<file path="config.mk">
export PLATFORM = sky130hd
export DESIGN_NAME = fmsp_ctrl
export DESIGN_NICKNAME = d
export VERILOG_FILES = /design/src/hw/fmsp_pkg.sv /design/src/hw/fmsp_ctrl.sv
export SDC_FILE = /design/constraint.sdc
export NUM_CORES = 1
export LEC_CHECK = 0
export BUFFER_PORTS_ARGS = -buffer_cell sky130_fd_sc_hd__buf_2
export CAP_MARGIN = 20
export CORE_ASPECT_RATIO = 0.5
export CORE_MARGIN = 8
export CORE_UTILIZATION = 35
export CTS_CLUSTER_DIAMETER = 100
export DETAILED_ROUTE_END_ITERATION = 16
export PLACE_DENSITY = 0.58
export SLEW_MARGIN = 15
export SYNTH_ARGS = -nofsm -noshare
export SYNTH_HDL_FRONTEND = slang
export SYNTH_SLANG_ARGS = --single-unit
</file>
<file path="constraint.sdc">
create_clock -name I_SYS_CLK -period 2.7 [get_ports I_SYS_CLK]
set_input_delay 0.405 -clock I_SYS_CLK [delete_from_list [all_inputs] [get_ports I_SYS_CLK]]
set_output_delay 0.405 -clock I_SYS_CLK [all_outputs]
set_load 0.005 [all_outputs]
</file>
<file path="src/hw/fmsp_pkg.sv">
// Package: constants and types for the flash mode/suspend/sleep control
package fmsp_pkg;
    // Opcodes
    localparam logic [7:0] OP_QUAD_ENTRY = 8'h35;
    localparam logic [7:0] OP_QUAD_EXIT = 8'hF5;
    localparam logic [7:0] OP_SUSPEND_A = 8'h75;
    localparam logic [7:0] OP_SUSPEND_B = 8'hB0;
    localparam logic [7:0] OP_RESUME_A = 8'h7A;
    localparam logic [7:0] OP_RESUME_B = 8'h30;
    localparam logic [7:0] OP_SLEEP = 8'hB9;
    localparam logic [7:0] OP_WAKE_ID = 8'hAB;
    localparam logic [7:0] OP_STATUS_READ = 8'h05;
    localparam logic [7:0] OP_STATUS_WRITE = 8'h01;
    localparam logic [7:0] OP_LATCH_SET = 8'h06;
    localparam logic [7:0] OP_LATCH_CLR = 8'h04;
    localparam logic [7:0] OP_FUNC_READ = 8'h48;
    localparam logic [7:0] OP_FUNC_WRITE = 8'h42;
    localparam logic [7:0] OP_SERIAL_PAGE = 8'h02;
    localparam logic [7:0] OP_QUAD_PAGE_A = 8'h32;
    localparam logic [7:0] OP_QUAD_PAGE_B = 8'h38;
    localparam logic [7:0] OP_SECTOR_ER_A = 8'hD7;
    localparam logic [7:0] OP_SECTOR_ER_B = 8'h20;
    localparam logic [7:0] OP_BLOCK32_ER = 8'h52;
    localparam logic [7:0] OP_BLOCK64_ER = 8'hD8;
    localparam logic [7:0] OP_CHIP_ER_A = 8'hC7;
    localparam logic [7:0] OP_CHIP_ER_B = 8'h60;
    // AHB-Lite register byte offsets
    localparam logic [7:0] REG_STATUS = 8'h00;
    localparam logic [7:0] REG_FUNC = 8'h04;
    localparam logic [7:0] REG_CTRL = 8'h08;
    localparam logic [7:0] REG_LASTOP = 8'h0C;
    // Field positions
    localparam int BIT_BUSY = 0;
    localparam int BIT_WLATCH = 1;
    localparam int BIT_PROGRAM_SUSPENDED_FLAG = 2;
    localparam int BIT_ERASE_SUSPENDED_FLAG = 3;
    localparam int BIT_QUAD = 4;
    localparam int BIT_SLEEP = 5;
    localparam int BIT_CTL_DONE = 0;
    // Timing
    localparam int CLK_MHZ = 100;
    localparam int SUSPEND_US = 100;
    localparam int SUSPEND_CYC = SUSPEND_US * CLK_MHZ;
    localparam int SLEEP_ENTRY_US = 3;
    localparam int SLEEP_ENTRY_CYC = SLEEP_ENTRY_US * CLK_MHZ;
    localparam int WAKE_US = 5;
    localparam int WAKE_CYC = WAKE_US * CLK_MHZ;
    localparam logic [31:0] RESET_WORD = 32'h0000_0000;
    // Kinds of internal operation
    typedef enum logic [1:0] {OPK_NONE, OPK_PROG, OPK_ERASE,
        OPK_CHIP} fmsp_opk_t;
    // Serial pins after synchronisation
    typedef struct packed {
        logic sel_n;
        logic sck;
        logic [3:0] io;
    } fmsp_pins_t;
    // Condensed status
    typedef struct packed {
        logic sleep;
        logic quad;
        logic erase_suspended_flag;
        logic program_suspended_flag;
        logic wlatch;
        logic busy;
    } fmsp_stat_t;
endpackage

</file>
<file path="src/hw/fmsp_ctrl.sv">
// Flash command-state control: quad mode, suspend/resume, deep sleep
`timescale 1ns/1ps
// Overview of operation
// - Quad entry makes commands four bits wide
// - Quad exit returns to one-bit commands
// - Quad exit only in quad two-clock form
// - Both suspend and resume opcodes, both modes
// - Function bits 2,3 show suspend flags
// - Ready for reads within suspend time
// - Suspend ignored during chip erase
// - Erase suspend rejects status writes, erases
// - Erase suspend sets flag, busy until ready
// - Any suspend flag clears write latch
// - Program suspend rejects status writes, programs
// - Program suspend sets flag, busy until ready
// - Resume restarts operation, clears flag
// - Array reads allowed during any suspend
// - Erase suspend also allows program, latch
// - Register reads, ids, reset allowed suspended
// - Deep sleep ignores write, program, erase
// - Sleep engages after select rises, timed
// - Asleep only wake opcode is recognised
// - Sleep accepted in both command modes
// - Wake delayed; ignored while busy
// - Busy reads one during program or erase
module fmsp_ctrl
    import fmsp_pkg::*;
#(
    parameter int SUSPEND_CYCLES = SUSPEND_CYC,
    parameter int SLEEP_CYCLES = SLEEP_ENTRY_CYC,
    parameter int WAKE_CYCLES = WAKE_CYC
) (
    // Clock and reset
    input wire logic I_SYS_CLK,
    input wire logic I_RESET,
    // Serial pins from the host
    input wire logic I_SEL_N,
    input wire logic I_SCK,
    input wire logic [3:0] I_IO,
    // Engine: start of a self-timed operation and its end
    input wire logic I_ENG_DONE,
    output logic O_ENG_RUN,
    output logic [1:0] O_ENG_KIND,
    // Accepted opcode strobe toward read/program datapaths
    output logic O_CMD_VALID,
    output logic [7:0] O_CMD_CODE,
    // AHB-Lite slave
    input wire logic HSEL,
    input wire logic [31:0] HADDR,
    input wire logic [1:0] HTRANS,
    input wire logic HWRITE,
    input wire logic [2:0] HSIZE,
    input wire logic [31:0] HWDATA,
    input wire logic HREADY,
    output logic [31:0] HRDATA,
    output logic HREADYOUT,
    output logic HRESP
);
    typedef enum {ST_IDLE, ST_RUN, ST_SUSPENDING, ST_SUSPENDED}
        eng_st_t;
    typedef enum {SL_AWAKE, SL_ENTER, SL_ASLEEP, SL_WAKING} slp_st_t;

    // Two-flop synchronisers on the pins
    fmsp_pins_t pin_m_q, pin_s_q;
    logic sck_d1_q;
    always_ff @(posedge I_SYS_CLK or posedge I_RESET) begin
        if (I_RESET) begin
            // Idle levels: deselected, clock low, so no false edge
            pin_m_q <= '{sel_n: 1'b1, sck: 1'b0, io: 4'h0};
            pin_s_q <= '{sel_n: 1'b1, sck: 1'b0, io: 4'h0};
            sck_d1_q <= 1'b0;
        end else begin
            pin_m_q <= {I_SEL_N, I_SCK, I_IO};
            pin_s_q <= pin_m_q;
            sck_d1_q <= pin_s_q.sck;
        end
    end
    wire sck_rise = pin_s_q.sck & ~sck_d1_q;
    logic sel_d1_q;
    always_ff @(posedge I_SYS_CLK or posedge I_RESET) begin
        if (I_RESET) sel_d1_q <= 1'b1;
        else sel_d1_q <= pin_s_q.sel_n;
    end
    wire frame_end = pin_s_q.sel_n & ~sel_d1_q;

    // Mode, flags, state
    logic quad_command_mode_q;
    logic program_suspended_flag_q, erase_suspended_flag_q;
    logic write_latch_q;
    fmsp_opk_t op_kind_q;
    eng_st_t eng_q;
    slp_st_t slp_q;
    logic [16:0] tmr_q;
    wire busy_flag = (eng_q == ST_RUN) || (eng_q == ST_SUSPENDING);

    // Opcode shifter: bits or nibbles, high first
    logic [7:0] shift_q;
    logic [3:0] nclk_q;
    always_ff @(posedge I_SYS_CLK or posedge I_RESET) begin
        if (I_RESET) begin
            shift_q <= 8'h00;
            nclk_q <= 4'h0;
        end else if (pin_s_q.sel_n) begin
            nclk_q <= 4'h0;
        end else if (sck_rise && nclk_q != 4'hF) begin
            nclk_q <= nclk_q + 4'h1;
            if (nclk_q < 4'h8) begin
                if (quad_command_mode_q)
                    shift_q <= {shift_q[3:0], pin_s_q.io};
                else
                    shift_q <= {shift_q[6:0], pin_s_q.io[0]};
            end
        end
    end
    // Opcode complete when select rises after at least the mode's clock count
    wire [3:0] need_clk = quad_command_mode_q ? 4'h2 : 4'h8;
    wire op_done = frame_end && nclk_q >= need_clk;
    wire [7:0] op = shift_q;
    // Quad exit requires exactly the two-clock quad cycle
    wire exact_len = nclk_q == need_clk;

    function automatic logic allowed_suspended(input logic [7:0] c,
            input logic erase_susp);
        logic base;
        base = 1'b0;
        case (c)
            8'h03, 8'h0B, 8'hBB, 8'h3B, 8'hEB, 8'h6B, 8'h0D, 8'hBD,
            8'hED: base = 1'b1;
            8'h05, 8'h48, 8'h82, 8'h7A, 8'h30, 8'hAB, 8'hC0, 8'h63,
            8'h83, 8'h61, 8'h81, 8'h9F, 8'h90, 8'hAF, 8'h4B, 8'h5A,
            8'h00, 8'h66, 8'h99, 8'h68, 8'h14: base = 1'b1;
            8'h02, 8'h32, 8'h38, 8'h06, 8'h26, 8'h24, 8'h75,
            8'hB0: base = erase_susp;
            default: base = 1'b0;
        endcase
        return base;
    endfunction

    function automatic logic is_erase(input logic [7:0] c);
        return c == OP_SECTOR_ER_A || c == OP_SECTOR_ER_B ||
            c == OP_BLOCK32_ER || c == OP_BLOCK64_ER ||
            c == OP_CHIP_ER_A || c == OP_CHIP_ER_B;
    endfunction

    function automatic logic is_prog(input logic [7:0] c);
        return c == OP_SERIAL_PAGE || c == OP_QUAD_PAGE_A ||
            c == OP_QUAD_PAGE_B;
    endfunction

    // Acceptance filter
    wire suspended = eng_q == ST_SUSPENDED;
    wire asleep = slp_q != SL_AWAKE;
    // Either opcode of each pair, in both command widths
    wire is_susp_op = op == OP_SUSPEND_A || op == OP_SUSPEND_B;
    wire is_res_op = op == OP_RESUME_A || op == OP_RESUME_B;
    logic accept;
    always_comb begin
        accept = op_done;
        if (slp_q == SL_ASLEEP)
            accept = op_done && op == OP_WAKE_ID
                && !busy_flag;
        else if (asleep)
            accept = 1'b0;
        else if (eng_q == ST_SUSPENDING)
            accept = 1'b0;
        else if (suspended)
            accept = op_done && allowed_suspended(op, erase_suspended_flag_q)
                && !(op == OP_STATUS_WRITE)
                && !is_erase(op)
                && !(program_suspended_flag_q && is_prog(op));
        // Suspend during chip erase is dropped, not even strobed out
        else if (is_susp_op && op_kind_q == OPK_CHIP)
            accept = 1'b0;
    end

    // Accepted opcode strobe
    always_ff @(posedge I_SYS_CLK or posedge I_RESET) begin
        if (I_RESET) begin
            O_CMD_VALID <= 1'b0;
            O_CMD_CODE <= 8'h00;
        end else begin
            O_CMD_VALID <= accept;
            if (accept) O_CMD_CODE <= op;
        end
    end

    // Command width mode; sleep-independent, cleared by I_RESET or an exact quad exit
    always_ff @(posedge I_SYS_CLK or posedge I_RESET) begin
        if (I_RESET) quad_command_mode_q <= 1'b0;
        else if (accept && op == OP_QUAD_ENTRY && !quad_command_mode_q)
            quad_command_mode_q <= 1'b1;
        else if (accept && op == OP_QUAD_EXIT && quad_command_mode_q &&
                exact_len)
            quad_command_mode_q <= 1'b0;
    end

    // Engine sequencing: run, suspend, resume
    logic eng_start;
    always_comb begin
        eng_start = accept && eng_q == ST_IDLE && write_latch_q &&
            (is_prog(op) || is_erase(op));
    end
    always_ff @(posedge I_SYS_CLK or posedge I_RESET) begin
        if (I_RESET) begin
            eng_q <= ST_IDLE;
            op_kind_q <= OPK_NONE;
            program_suspended_flag_q <= 1'b0;
            erase_suspended_flag_q <= 1'b0;
            tmr_q <= '0;
        end else begin
            case (eng_q)
                ST_IDLE: begin
                    if (eng_start) begin
                        eng_q <= ST_RUN;
                        op_kind_q <= is_prog(op) ? OPK_PROG :
                            (op == OP_CHIP_ER_A || op == OP_CHIP_ER_B) ?
                            OPK_CHIP : OPK_ERASE;
                    end
                end
                ST_RUN: begin
                    if (I_ENG_DONE) begin
                        eng_q <= ST_IDLE;
                        op_kind_q <= OPK_NONE;
                    end else if (accept && is_susp_op &&
                            op_kind_q != OPK_CHIP) begin
                        eng_q <= ST_SUSPENDING;
                        tmr_q <= 17'(SUSPEND_CYCLES - 1);
                        if (op_kind_q == OPK_PROG)
                            program_suspended_flag_q <= 1'b1;
                        else
                            erase_suspended_flag_q <= 1'b1;
                    end
                end
                ST_SUSPENDING: begin
                    if (tmr_q == '0) eng_q <= ST_SUSPENDED;
                    else tmr_q <= tmr_q - 17'd1;
                end
                ST_SUSPENDED: begin
                    if (accept && is_res_op) begin
                        eng_q <= ST_RUN;
                        program_suspended_flag_q <= 1'b0;
                        erase_suspended_flag_q <= 1'b0;
                    end
                end
                default: eng_q <= ST_IDLE;
            endcase
        end
    end
    assign O_ENG_RUN = eng_q == ST_RUN;
    assign O_ENG_KIND = op_kind_q;

    // Write latch: set by command, cleared by suspend or completion
    always_ff @(posedge I_SYS_CLK or posedge I_RESET) begin
        if (I_RESET) write_latch_q <= 1'b0;
        else if (eng_q == ST_RUN && accept && is_susp_op &&
                op_kind_q != OPK_CHIP)
            write_latch_q <= 1'b0;
        else if (eng_start || (eng_q == ST_RUN && I_ENG_DONE) ||
                (accept && op == OP_LATCH_CLR))
            write_latch_q <= 1'b0;
        else if (accept && op == OP_LATCH_SET)
            write_latch_q <= 1'b1;
    end

    // Deep sleep entry and wake timing
    logic [16:0] stmr_q;
    always_ff @(posedge I_SYS_CLK or posedge I_RESET) begin
        if (I_RESET) begin
            slp_q <= SL_AWAKE;
            stmr_q <= '0;
        end else begin
            case (slp_q)
                SL_AWAKE: begin
                    if (accept && op == OP_SLEEP && !suspended) begin
                        slp_q <= SL_ENTER;
                        stmr_q <= 17'(SLEEP_CYCLES - 1);
                    end
                end
                SL_ENTER: begin
                    if (stmr_q == '0) slp_q <= SL_ASLEEP;
                    else stmr_q <= stmr_q - 17'd1;
                end
                SL_ASLEEP: begin
                    if (accept) begin
                        slp_q <= SL_WAKING;
                        stmr_q <= 17'(WAKE_CYCLES - 1);
                    end
                end
                SL_WAKING: begin
                    if (stmr_q == '0) slp_q <= SL_AWAKE;
                    else stmr_q <= stmr_q - 17'd1;
                end
                default: slp_q <= SL_AWAKE;
            endcase
        end
    end

    // Status packed for the register file
    fmsp_stat_t stat;
    assign stat = '{sleep: asleep, quad: quad_command_mode_q,
        erase_suspended_flag: erase_suspended_flag_q, program_suspended_flag: program_suspended_flag_q,
        wlatch: write_latch_q, busy: busy_flag};

    // AHB-Lite: zero-wait slave, address captured for the data phase
    logic ph_valid_q, ph_write_q;
    logic [7:0] ph_addr_q;
    logic ctl_done_q;
    always_ff @(posedge I_SYS_CLK or posedge I_RESET) begin
        if (I_RESET) begin
            ph_valid_q <= 1'b0;
            ph_write_q <= 1'b0;
            ph_addr_q <= 8'h00;
        end else if (HREADY) begin
            ph_valid_q <= HSEL && HTRANS[1];
            ph_write_q <= HWRITE;
            ph_addr_q <= HADDR[7:0];
        end
    end
    // Control word: sticky mask of done indication, software owned
    always_ff @(posedge I_SYS_CLK or posedge I_RESET) begin
        if (I_RESET) ctl_done_q <= 1'b0;
        else if (ph_valid_q && ph_write_q && ph_addr_q == REG_CTRL)
            ctl_done_q <= HWDATA[BIT_CTL_DONE];
    end
    always_comb begin
        HRDATA = RESET_WORD;
        if (ph_valid_q && !ph_write_q) begin
            case (ph_addr_q)
                REG_STATUS: begin
                    HRDATA[BIT_BUSY] = stat.busy;
                    HRDATA[BIT_WLATCH] = stat.wlatch;
                    HRDATA[BIT_QUAD] = stat.quad;
                    HRDATA[BIT_SLEEP] = stat.sleep;
                end
                REG_FUNC: begin
                    HRDATA[BIT_PROGRAM_SUSPENDED_FLAG] = stat.program_suspended_flag;
                    HRDATA[BIT_ERASE_SUSPENDED_FLAG] = stat.erase_suspended_flag;
                end
                REG_CTRL: HRDATA[BIT_CTL_DONE] = ctl_done_q;
                REG_LASTOP: HRDATA[7:0] = O_CMD_CODE;
                default: HRDATA = RESET_WORD;
            endcase
        end
    end
    assign HREADYOUT = 1'b1;
    assign HRESP = 1'b0;

    // Checks
    chk_susp_clears_latch: assert property (
        @(posedge I_SYS_CLK) disable iff (I_RESET)
        $rose(program_suspended_flag_q | erase_suspended_flag_q)
        |-> !write_latch_q)
        else $error("write latch set after suspend");
    chk_chip_no_susp: assert property (
        @(posedge I_SYS_CLK) disable iff (I_RESET)
        op_kind_q == OPK_CHIP |-> eng_q != ST_SUSPENDING)
        else $error("chip erase was suspended");
    chk_flag_busy: assert property (
        @(posedge I_SYS_CLK) disable iff (I_RESET)
        $rose(erase_suspended_flag_q) |-> busy_flag)
        else $error("erase suspend not busy at flag set");
    chk_resume_clears: assert property (
        @(posedge I_SYS_CLK) disable iff (I_RESET)
        suspended && accept && is_res_op |=> !program_suspended_flag_q
        && !erase_suspended_flag_q && eng_q == ST_RUN)
        else $error("resume did not restart");
    chk_sleep_only_wake: assert property (
        @(posedge I_SYS_CLK) disable iff (I_RESET)
        slp_q == SL_ASLEEP && accept |-> op == OP_WAKE_ID)
        else $error("opcode taken while asleep");
    chk_quad_entry: assert property (
        @(posedge I_SYS_CLK) disable iff (I_RESET)
        accept && op == OP_QUAD_ENTRY |=> quad_command_mode_q)
        else $error("quad entry not taken");
    chk_quad_exit: assert property (
        @(posedge I_SYS_CLK) disable iff (I_RESET)
        accept && op == OP_QUAD_EXIT && quad_command_mode_q && exact_len
        |=> !quad_command_mode_q)
        else $error("quad exit not taken");
    chk_susp_rejects: assert property (
        @(posedge I_SYS_CLK) disable iff (I_RESET)
        suspended && (op == OP_STATUS_WRITE || is_erase(op)) |-> !accept)
        else $error("write taken during suspend");
endmodule

</file>
; ---- Word-level counts from Yosys, hierarchy flattened
; Index checks and enable logic that the tools add are counted.
[totals]
register_bits = 150
inputBits = 81
output_inout_bits = 46
elab_cells = 254
[op_classes]
addsub = 3
magnitude_cmp = 2
eq_ne = 81
muxes = 58
bitwise_logic = 5
n_reduce_logical = 80
[op_table]
columns = op, n
row1 = 32-bit 2-to-1 mux, 9
row2 = 32-bit case mux with 4 select lines, 2
row3 = "32-bit by 2-bit equality test with 1-bit output, second input constant", 5
row4 = "8-bit equality test, second input constant", 19
row5 = 17-bit 2-to-1 mux, 6
row6 = "32-bit by 3-bit equality test with 1-bit output, second input constant", 3
row7 = "8-bit by 7-bit equality test with 1-bit output, second input constant", 12
row8 = 32-bit logical NOT, 3
row9 = "32-bit by 1-bit equality test with 1-bit output, second input constant", 2
row10 = "8-bit by 6-bit equality test with 1-bit output, second input constant", 8
row11 = 17-bit case mux with 3 select lines, 1
row12 = 17-bit logical NOT, 2
row13 = 17-bit case mux with 2 select lines, 1
row14 = "17-bit by 1-bit subtractor with 17-bit output, second input constant", 2
row15 = 1-bit logical AND, 33
row16 = "8-bit by 3-bit equality test with 1-bit output, second input constant", 4
row17 = "8-bit by 4-bit equality test with 1-bit output, second input constant", 4
row18 = 32-bit nonzero test, 1
row19 = "2-bit != test, second input constant", 15
row20 = 30-bit OR reduction, 1
row21 = 1-bit 2-to-1 mux, 22
row22 = "8-bit by 2-bit equality test with 1-bit output, second input constant", 2
row23 = 8-bit logical NOT, 2
row24 = 8-bit 2-to-1 mux, 2
row25 = 26 further kinds, 68

; ---- Depth between registers and ports, before layout
[logic_depth]
depth_word = 22
depth_mapped = 13

; ---- Least setup slack after synthesis
; OpenSTA, ideal clock, no wires.
[synth_path]
path_kind = register -> register
startpoint = register shift_q[0], in the netlist op[0]
endpoint = register tmr_q[10]
setup_time_ns = 0.125
arrival_time_ns = 2.703
required_time_ns = 2.575
slack_ns = -0.127
path_stages_with_launch = 10
period_less_slack_ns = 2.827
path_cell_list = dfrtp_1 -> buf_6 -> or2_1 -> or3_1 -> or4_1 -> a21o_1 -> a41oi_2 -> o211ai_4 -> a2111oi_2 -> mux2_2
[synth_via]
elab_chain_len = 19
[synth_rtl]
columns = item, line
row1 = start: declaration, fmsp_ctrl.sv:97  ; logic [7:0] shift_q;
row2 = start signal: assignment, fmsp_ctrl.sv:109  ; shift_q <= {shift_q[3:0], pin_s_q.io};
row3 = start signal: assignment, fmsp_ctrl.sv:111  ; shift_q <= {shift_q[6:0], pin_s_q.io[0]};
row4 = "8-bit by 7-bit equality test with 1-bit output, or another cell as far along", fmsp_ctrl.sv:126  ; case (c)
row5 = 30-bit OR reduction (no line) or 8-bit OR reduction (tied branches), -
row6 = 1-bit case mux with 2 select lines, fmsp_ctrl.sv:126
row7 = 1-bit 2-to-1 mux, fmsp_ctrl.sv:166  ; else if (suspended)
row8 = 1-bit 2-to-1 mux, fmsp_ctrl.sv:164  ; else if (eng_q == ST_SUSPENDING)
row9 = 1-bit 2-to-1 mux, fmsp_ctrl.sv:162  ; else if (asleep)
row10 = 1-bit 2-to-1 mux, fmsp_ctrl.sv:159  ; if (slp_q == SL_ASLEEP)
row11 = 1-bit logical AND, fmsp_ctrl.sv:167  ; accept = op_done && allowed_suspended(op, erase_suspended_flag_q)
row12 = [2 not listed], -
row13 = 1-bit logical AND, fmsp_ctrl.sv:170  ; && !(program_suspended_flag_q && is_prog(op));
row14 = 1-bit 2-to-1 mux, fmsp_ctrl.sv:166
row15 = 1-bit 2-to-1 mux, fmsp_ctrl.sv:164
row16 = 1-bit 2-to-1 mux, fmsp_ctrl.sv:162
row17 = 1-bit 2-to-1 mux, fmsp_ctrl.sv:159
row18 = 1-bit logical AND * (2 in series), fmsp_ctrl.sv:224  ; end else if (accept && is_susp_op &&
row19 = 2-bit != test (no line) *, -
row20 = 4-bit AND reduction (no line) *, -
row21 = end signal: assignment, fmsp_ctrl.sv:227  ; tmr_q <= 17'(SUSPEND_CYCLES - 1);
row22 = end signal: assignment, fmsp_ctrl.sv:236  ; else tmr_q <= tmr_q - 17'd1;
row23 = end: declaration, fmsp_ctrl.sv:93  ; logic [16:0] tmr_q;
; Every way passes the cells marked *; elsewhere a longest branch is shown, timed or not. The select of a mux whose other input is x is not followed.
; A chain may end at the register's enable or synchronous reset.

; ---- Worst setup path after layout
[layout_path]
startpoint = register shift_q[3], in the netlist op[3]
endpoint = register O_CMD_CODE[5]
[layout_via]
elab_chain_len = 15
[layout_rtl]
columns = item, line
row1 = "8-bit by 7-bit equality test with 1-bit output, or another cell as far along", fmsp_ctrl.sv:126
row2 = 30-bit OR reduction (no line) or 8-bit OR reduction (tied branches), -
row3 = 1-bit case mux with 2 select lines, fmsp_ctrl.sv:126
row4 = 1-bit 2-to-1 mux, fmsp_ctrl.sv:166
row5 = 1-bit 2-to-1 mux, fmsp_ctrl.sv:164
row6 = 1-bit 2-to-1 mux, fmsp_ctrl.sv:162
row7 = 1-bit 2-to-1 mux, fmsp_ctrl.sv:159
row8 = 1-bit logical AND, fmsp_ctrl.sv:167
row9 = 1-bit logical AND, fmsp_ctrl.sv:168  ; && !(op == OP_STATUS_WRITE)
row10 = 1-bit logical AND, fmsp_ctrl.sv:169  ; && !is_erase(op)
row11 = 1-bit logical AND, fmsp_ctrl.sv:170
row12 = 1-bit 2-to-1 mux, fmsp_ctrl.sv:166
row13 = 1-bit 2-to-1 mux, fmsp_ctrl.sv:164
row14 = 1-bit 2-to-1 mux, fmsp_ctrl.sv:162
row15 = 1-bit 2-to-1 mux *, fmsp_ctrl.sv:159
row16 = end signal: assignment, fmsp_ctrl.sv:183  ; if (accept) O_CMD_CODE <= op;
row17 = end: declaration, fmsp_ctrl.sv:46  ; output logic [7:0] O_CMD_CODE,
; Marks and branches as above.

==> results.md <==
Setup path:
- The worst path required time is 2.92 ns.
- STA classifies the critical path startpoint as a register.
- The number of cells traversed by the worst register-to-register path is 12.
- The worst setup path is captured at a register.
- The path type of the worst setup path is register to register.
- In this run the worst path has a maximum fanout of 6.
- The critical path data arrival time is 3.15 ns.
- For flop-to-flop paths, the worst setup slack is -0.23 ns.

Synthesis:
- After synthesis the cells add up to 5590 um2.
- The dominant cell by count in the synthesized netlist is sky130_fd_sc_hd__dfrtp_1.
- The prevailing post-synth register cell is sky130_fd_sc_hd__dfrtp_1.
- The warning count from the yosys run is 0.
- The number of unique standard cell types used by synthesis is 79.
- The number of flip-flops and latches in the synthesized netlist is 90.
- In this run, synthesis inferred 0 flip-flops with an integrated enable.
- The portion of synthesized cell area occupied by the leading cell type is 39.0%.
- The share of synthesized flip-flops with an asynchronous set or reset is 100%.
- By count the netlist is led by sky130_fd_sc_hd__dfrtp_1 (87), sky130_fd_sc_hd__nor2_1 (55), sky130_fd_sc_hd__nand2_1 (38), sky130_fd_sc_hd__inv_1 (28), sky130_fd_sc_hd__buf_4 (26).
- The per-instance average area after synthesis is 9.44 um2.
- By area the synthesized netlist is led by sky130_fd_sc_hd__dfrtp_1 (39%), sky130_fd_sc_hd__mux2_2 (4.4%), sky130_fd_sc_hd__nor2_1 (3.7%).
- The sequential fraction of the synthesis area is 40.4%.
- Summed over all instances, the cell type with the most area after synthesis is sky130_fd_sc_hd__dfrtp_1.
- Synthesis produced 592 cells.

GRT:
- The number of global-route vias before repair is 5241.
- For this run, the total global-route usage over all layers was measured as 14.5%.
- The number of antenna violations at the first check in global routing is 0.
- Entering global routing, the biggest net connects 91 pins.
- After global routing the overflow that remains totals 0.
- The wire length of the first global-routing pass is 25.3 mm.

Status:
- The flow ran to the end, but the final reports show violations.
- The checks that failed: setup timing.

Power and ir drop:
- In this run the static leakage power is 3.56 nW.
- VDD sags by at most 0.000375 V.
- The post-route total power is 0.00451 W.
- Dividing total power by cell area gives a power density of 566 nW/um2.

Placement:
- After legalization and detailed placement, the total HPWL measured 10.4 mm.
- The final estimated routing congestion in global placement is 0.861.
- The total of buffers placed on input and output ports is 41.
- The post-placement worst setup slack is -0.328 ns.

Die:
- The row count is 32.
- The starting density of the core is 36.1%.
- Measured along the x axis, the die boundary spans 195 um.
- The floorplan step defined a core boundary enclosing 15500 um2.
- During I/O placement, the number of pins put on the boundary was 127.
- The area of the die is 20500 um2.
- The die is 105 um tall.

Worst hold path:
- The count of cells along the worst hold path is 1.
- In this run the worst hold path is classified as input pin to register.

Cells and area:
- Cells fill 51.4% of the core in the end.
- For this run, the post-layout net count is 870.
- The area added between synthesis and finish is 42.7%.
- The number of diodes is 0.
- The ratio of cells with drive above 1 in the final layout is 44.5%.

Drt:
- The first detailed-routing pass took 5 iterations.
- The number of remaining DRC errors is 0.
- The number of nets still failing antenna checks after routing is 0.
- The first routing iteration left 451 violations.
- The routed wire length per instance is 15.6 um.
- The routed layout has 5160 vias.
- The wire length reported by the detailed router is 15.4 mm.
- After detailed routing, the number of vias per cell comes to 5.25.

Timing:
- The number of max-slew violations in the final report is 0.
- At the pin with the least slew margin, the transition time is 0.779 ns.
- Setup total negative slack on the finished layout was measured at -4.35 ns.
- Setup repair after global routing could not meet its margin everywhere.
- The hold violation total from the final report was 0.
- The relative max-transition margin is 48.0%.
- Setup violations remaining at the end of the flow were counted as 32.
- The clock arrives with 0.0115 ns of skew.
- After layout, the minimum clock period comes to 2.93 ns.
- The period utilization is 108%.
- Across all setup checks in the final design, the least slack found is -0.226 ns.
- Derived from the worst setup path, the maximum achievable clock frequency is 0.342 GHz.

Clock tree:
- The total clock buffers created by CTS is 9.
- After clock tree synthesis, the flow added hold-fix buffers numbering 0.
- The clock passes through at most 2 buffers.
- In this run the number of H-tree levels came out at 3.
- For this design, the sink count on the clock tree is 90.
- The clock-pin slew of the registers on the worst-case setup and hold paths is 0.06 ns.
- The clock root buffer is sky130_fd_sc_hd__clkbuf_16.
- Clock latency on the worst-skew pair, taken at its later pin, is 0.34 ns.
- TritonCTS built the clock tree.

Job:
- Max-cap violations in this run came to 0.
[worst paths after layout]
path                       startpoint            end
min in group asynchronous     I_RESET       tmr_q[0]
min reg2reg                pin_m_q[3]     pin_s_q[3]
max reg2reg                     op[3]  O_CMD_CODE[5]
max in group asynchronous     I_RESET          op[6]
min                           I_SEL_N     pin_m_q[5]
max                             op[3]  O_CMD_CODE[5]
[what timing repair did]
item | in CTS | in global routing
pin swaps | 18 | 42
setup endpoints to repair | 45 | 56
setup buffers | 29 | 14
gates resized for setup | 52 | 78
gates cloned | 1 | 1
[final cells by class]
type | count | area, um2
well taps | 204 | 255
inverters | 29 | 113
multi-input cells | 442 | 3490
repair inverters | 1 | 7.51
clock buffers | 10 | 239
fillers | 1411 | 7520
flip-flops and latches | 90 | 2260
clock inverters | 6 | 65.1
repair buffers | 201 | 1540
[layout by cell type (no fill, tap or decap), types with 7 or more instances in the layout]
cell,Yosys,routed
sky130_fd_sc_hd__buf_2,11,41
sky130_fd_sc_hd__buf_6,4,14
sky130_fd_sc_hd__nand4_1,10,10
sky130_fd_sc_hd__mux2_2,22,20
sky130_fd_sc_hd__ha_1,15,15
sky130_fd_sc_hd__or3_1,15,13
sky130_fd_sc_hd__nand3_1,12,11
sky130_fd_sc_hd__nor2_1,55,51
sky130_fd_sc_hd__buf_4,26,139
sky130_fd_sc_hd__or4_4,1,11
sky130_fd_sc_hd__dfrtp_1,87,83
sky130_fd_sc_hd__and3_1,11,8
sky130_fd_sc_hd__clkbuf_16,0,9
sky130_fd_sc_hd__a21oi_2,0,8
sky130_fd_sc_hd__o31ai_1,8,7
sky130_fd_sc_hd__mux2i_1,18,18
sky130_fd_sc_hd__nand2b_1,16,14
sky130_fd_sc_hd__inv_1,28,26
sky130_fd_sc_hd__a31oi_1,9,7
sky130_fd_sc_hd__a21oi_1,25,16
sky130_fd_sc_hd__nand2_1,38,36
sky130_fd_sc_hd__o21ai_0,15,9
sky130_fd_sc_hd__conb_1,2,26
sky130_fd_sc_hd__nor3_1,17,14
[sequential cells by signal, summed over array words and instances (netlist names), 2 cells and up]
register / count
O_CMD_CODE: 8
O_ENG_KIND: 2
eng_q: 2
nclk_q: 4
op: 8
ph_addr_q: 8
pin_m_q: 6
pin_s_q: 6
slp_q: 2
stmr_q: 17
tmr_q: 17
[critical path, cell delays in order, from the launching register on]
cell	delay (ns)
sky130_fd_sc_hd__dfrtp_2	0.45
sky130_fd_sc_hd__buf_4	0.16
sky130_fd_sc_hd__nor2b_1	0.14
sky130_fd_sc_hd__and3_1	0.21
sky130_fd_sc_hd__a32o_2	0.24
sky130_fd_sc_hd__nor4b_2	0.28
sky130_fd_sc_hd__buf_4	0.18
sky130_fd_sc_hd__a41oi_4	0.14
sky130_fd_sc_hd__buf_4	0.17
sky130_fd_sc_hd__buf_6	0.11
sky130_fd_sc_hd__o21ai_4	0.18
sky130_fd_sc_hd__clkinvlp_4	0.23
sky130_fd_sc_hd__mux2_2	0.31
[metrics by stage]
step	area (um2)	cells	hold WS [ns]
after floorplan	5700	616	0.331
after global placement	6780	926	0.335
after detailed placement	6780	926	0.337
after CTS	7570	972	0.149
after global routing	7970	983	0.147
final	7970	983	0.160
[metal layers]
layer	wire length, um	global-route usage (%)	part of all wire (%)	up-vias
li1	-	-	-	2475
met3	651	2.35	4.2	16
met5	0	0	0	-
met2	7730	25.6	50	121
met4	167	3.79	1.1	0
met1	6820	18.3	44	2548
[cells by family (layout without fill, tap and decap cells)]
family,Yosys count,count (layout),synth area share [%]
adders and majority gates,15,15,3.36
and+or+nand+nor,233,233,22.8
muxes,44,44,8.46
DFF,90,90,40.4
buffers and inverters,85,247,8.24
AOI/OAI and AO/OA,118,119,15.9
xor gates and xnor gates,5,5,0.784
other,2,26,0.134
[power breakdown]
| group | total, W | switching (W) | internal, W |
|---|---|---|---|
| Combinational | 0.00159 | 0.000821 | 0.000771 |
| Clock | 0.00127 | 0.000529 | 0.000744 |
| Sequential | 0.00165 | 0.000161 | 0.00148 |
Power figures use the tool's default switching activity.
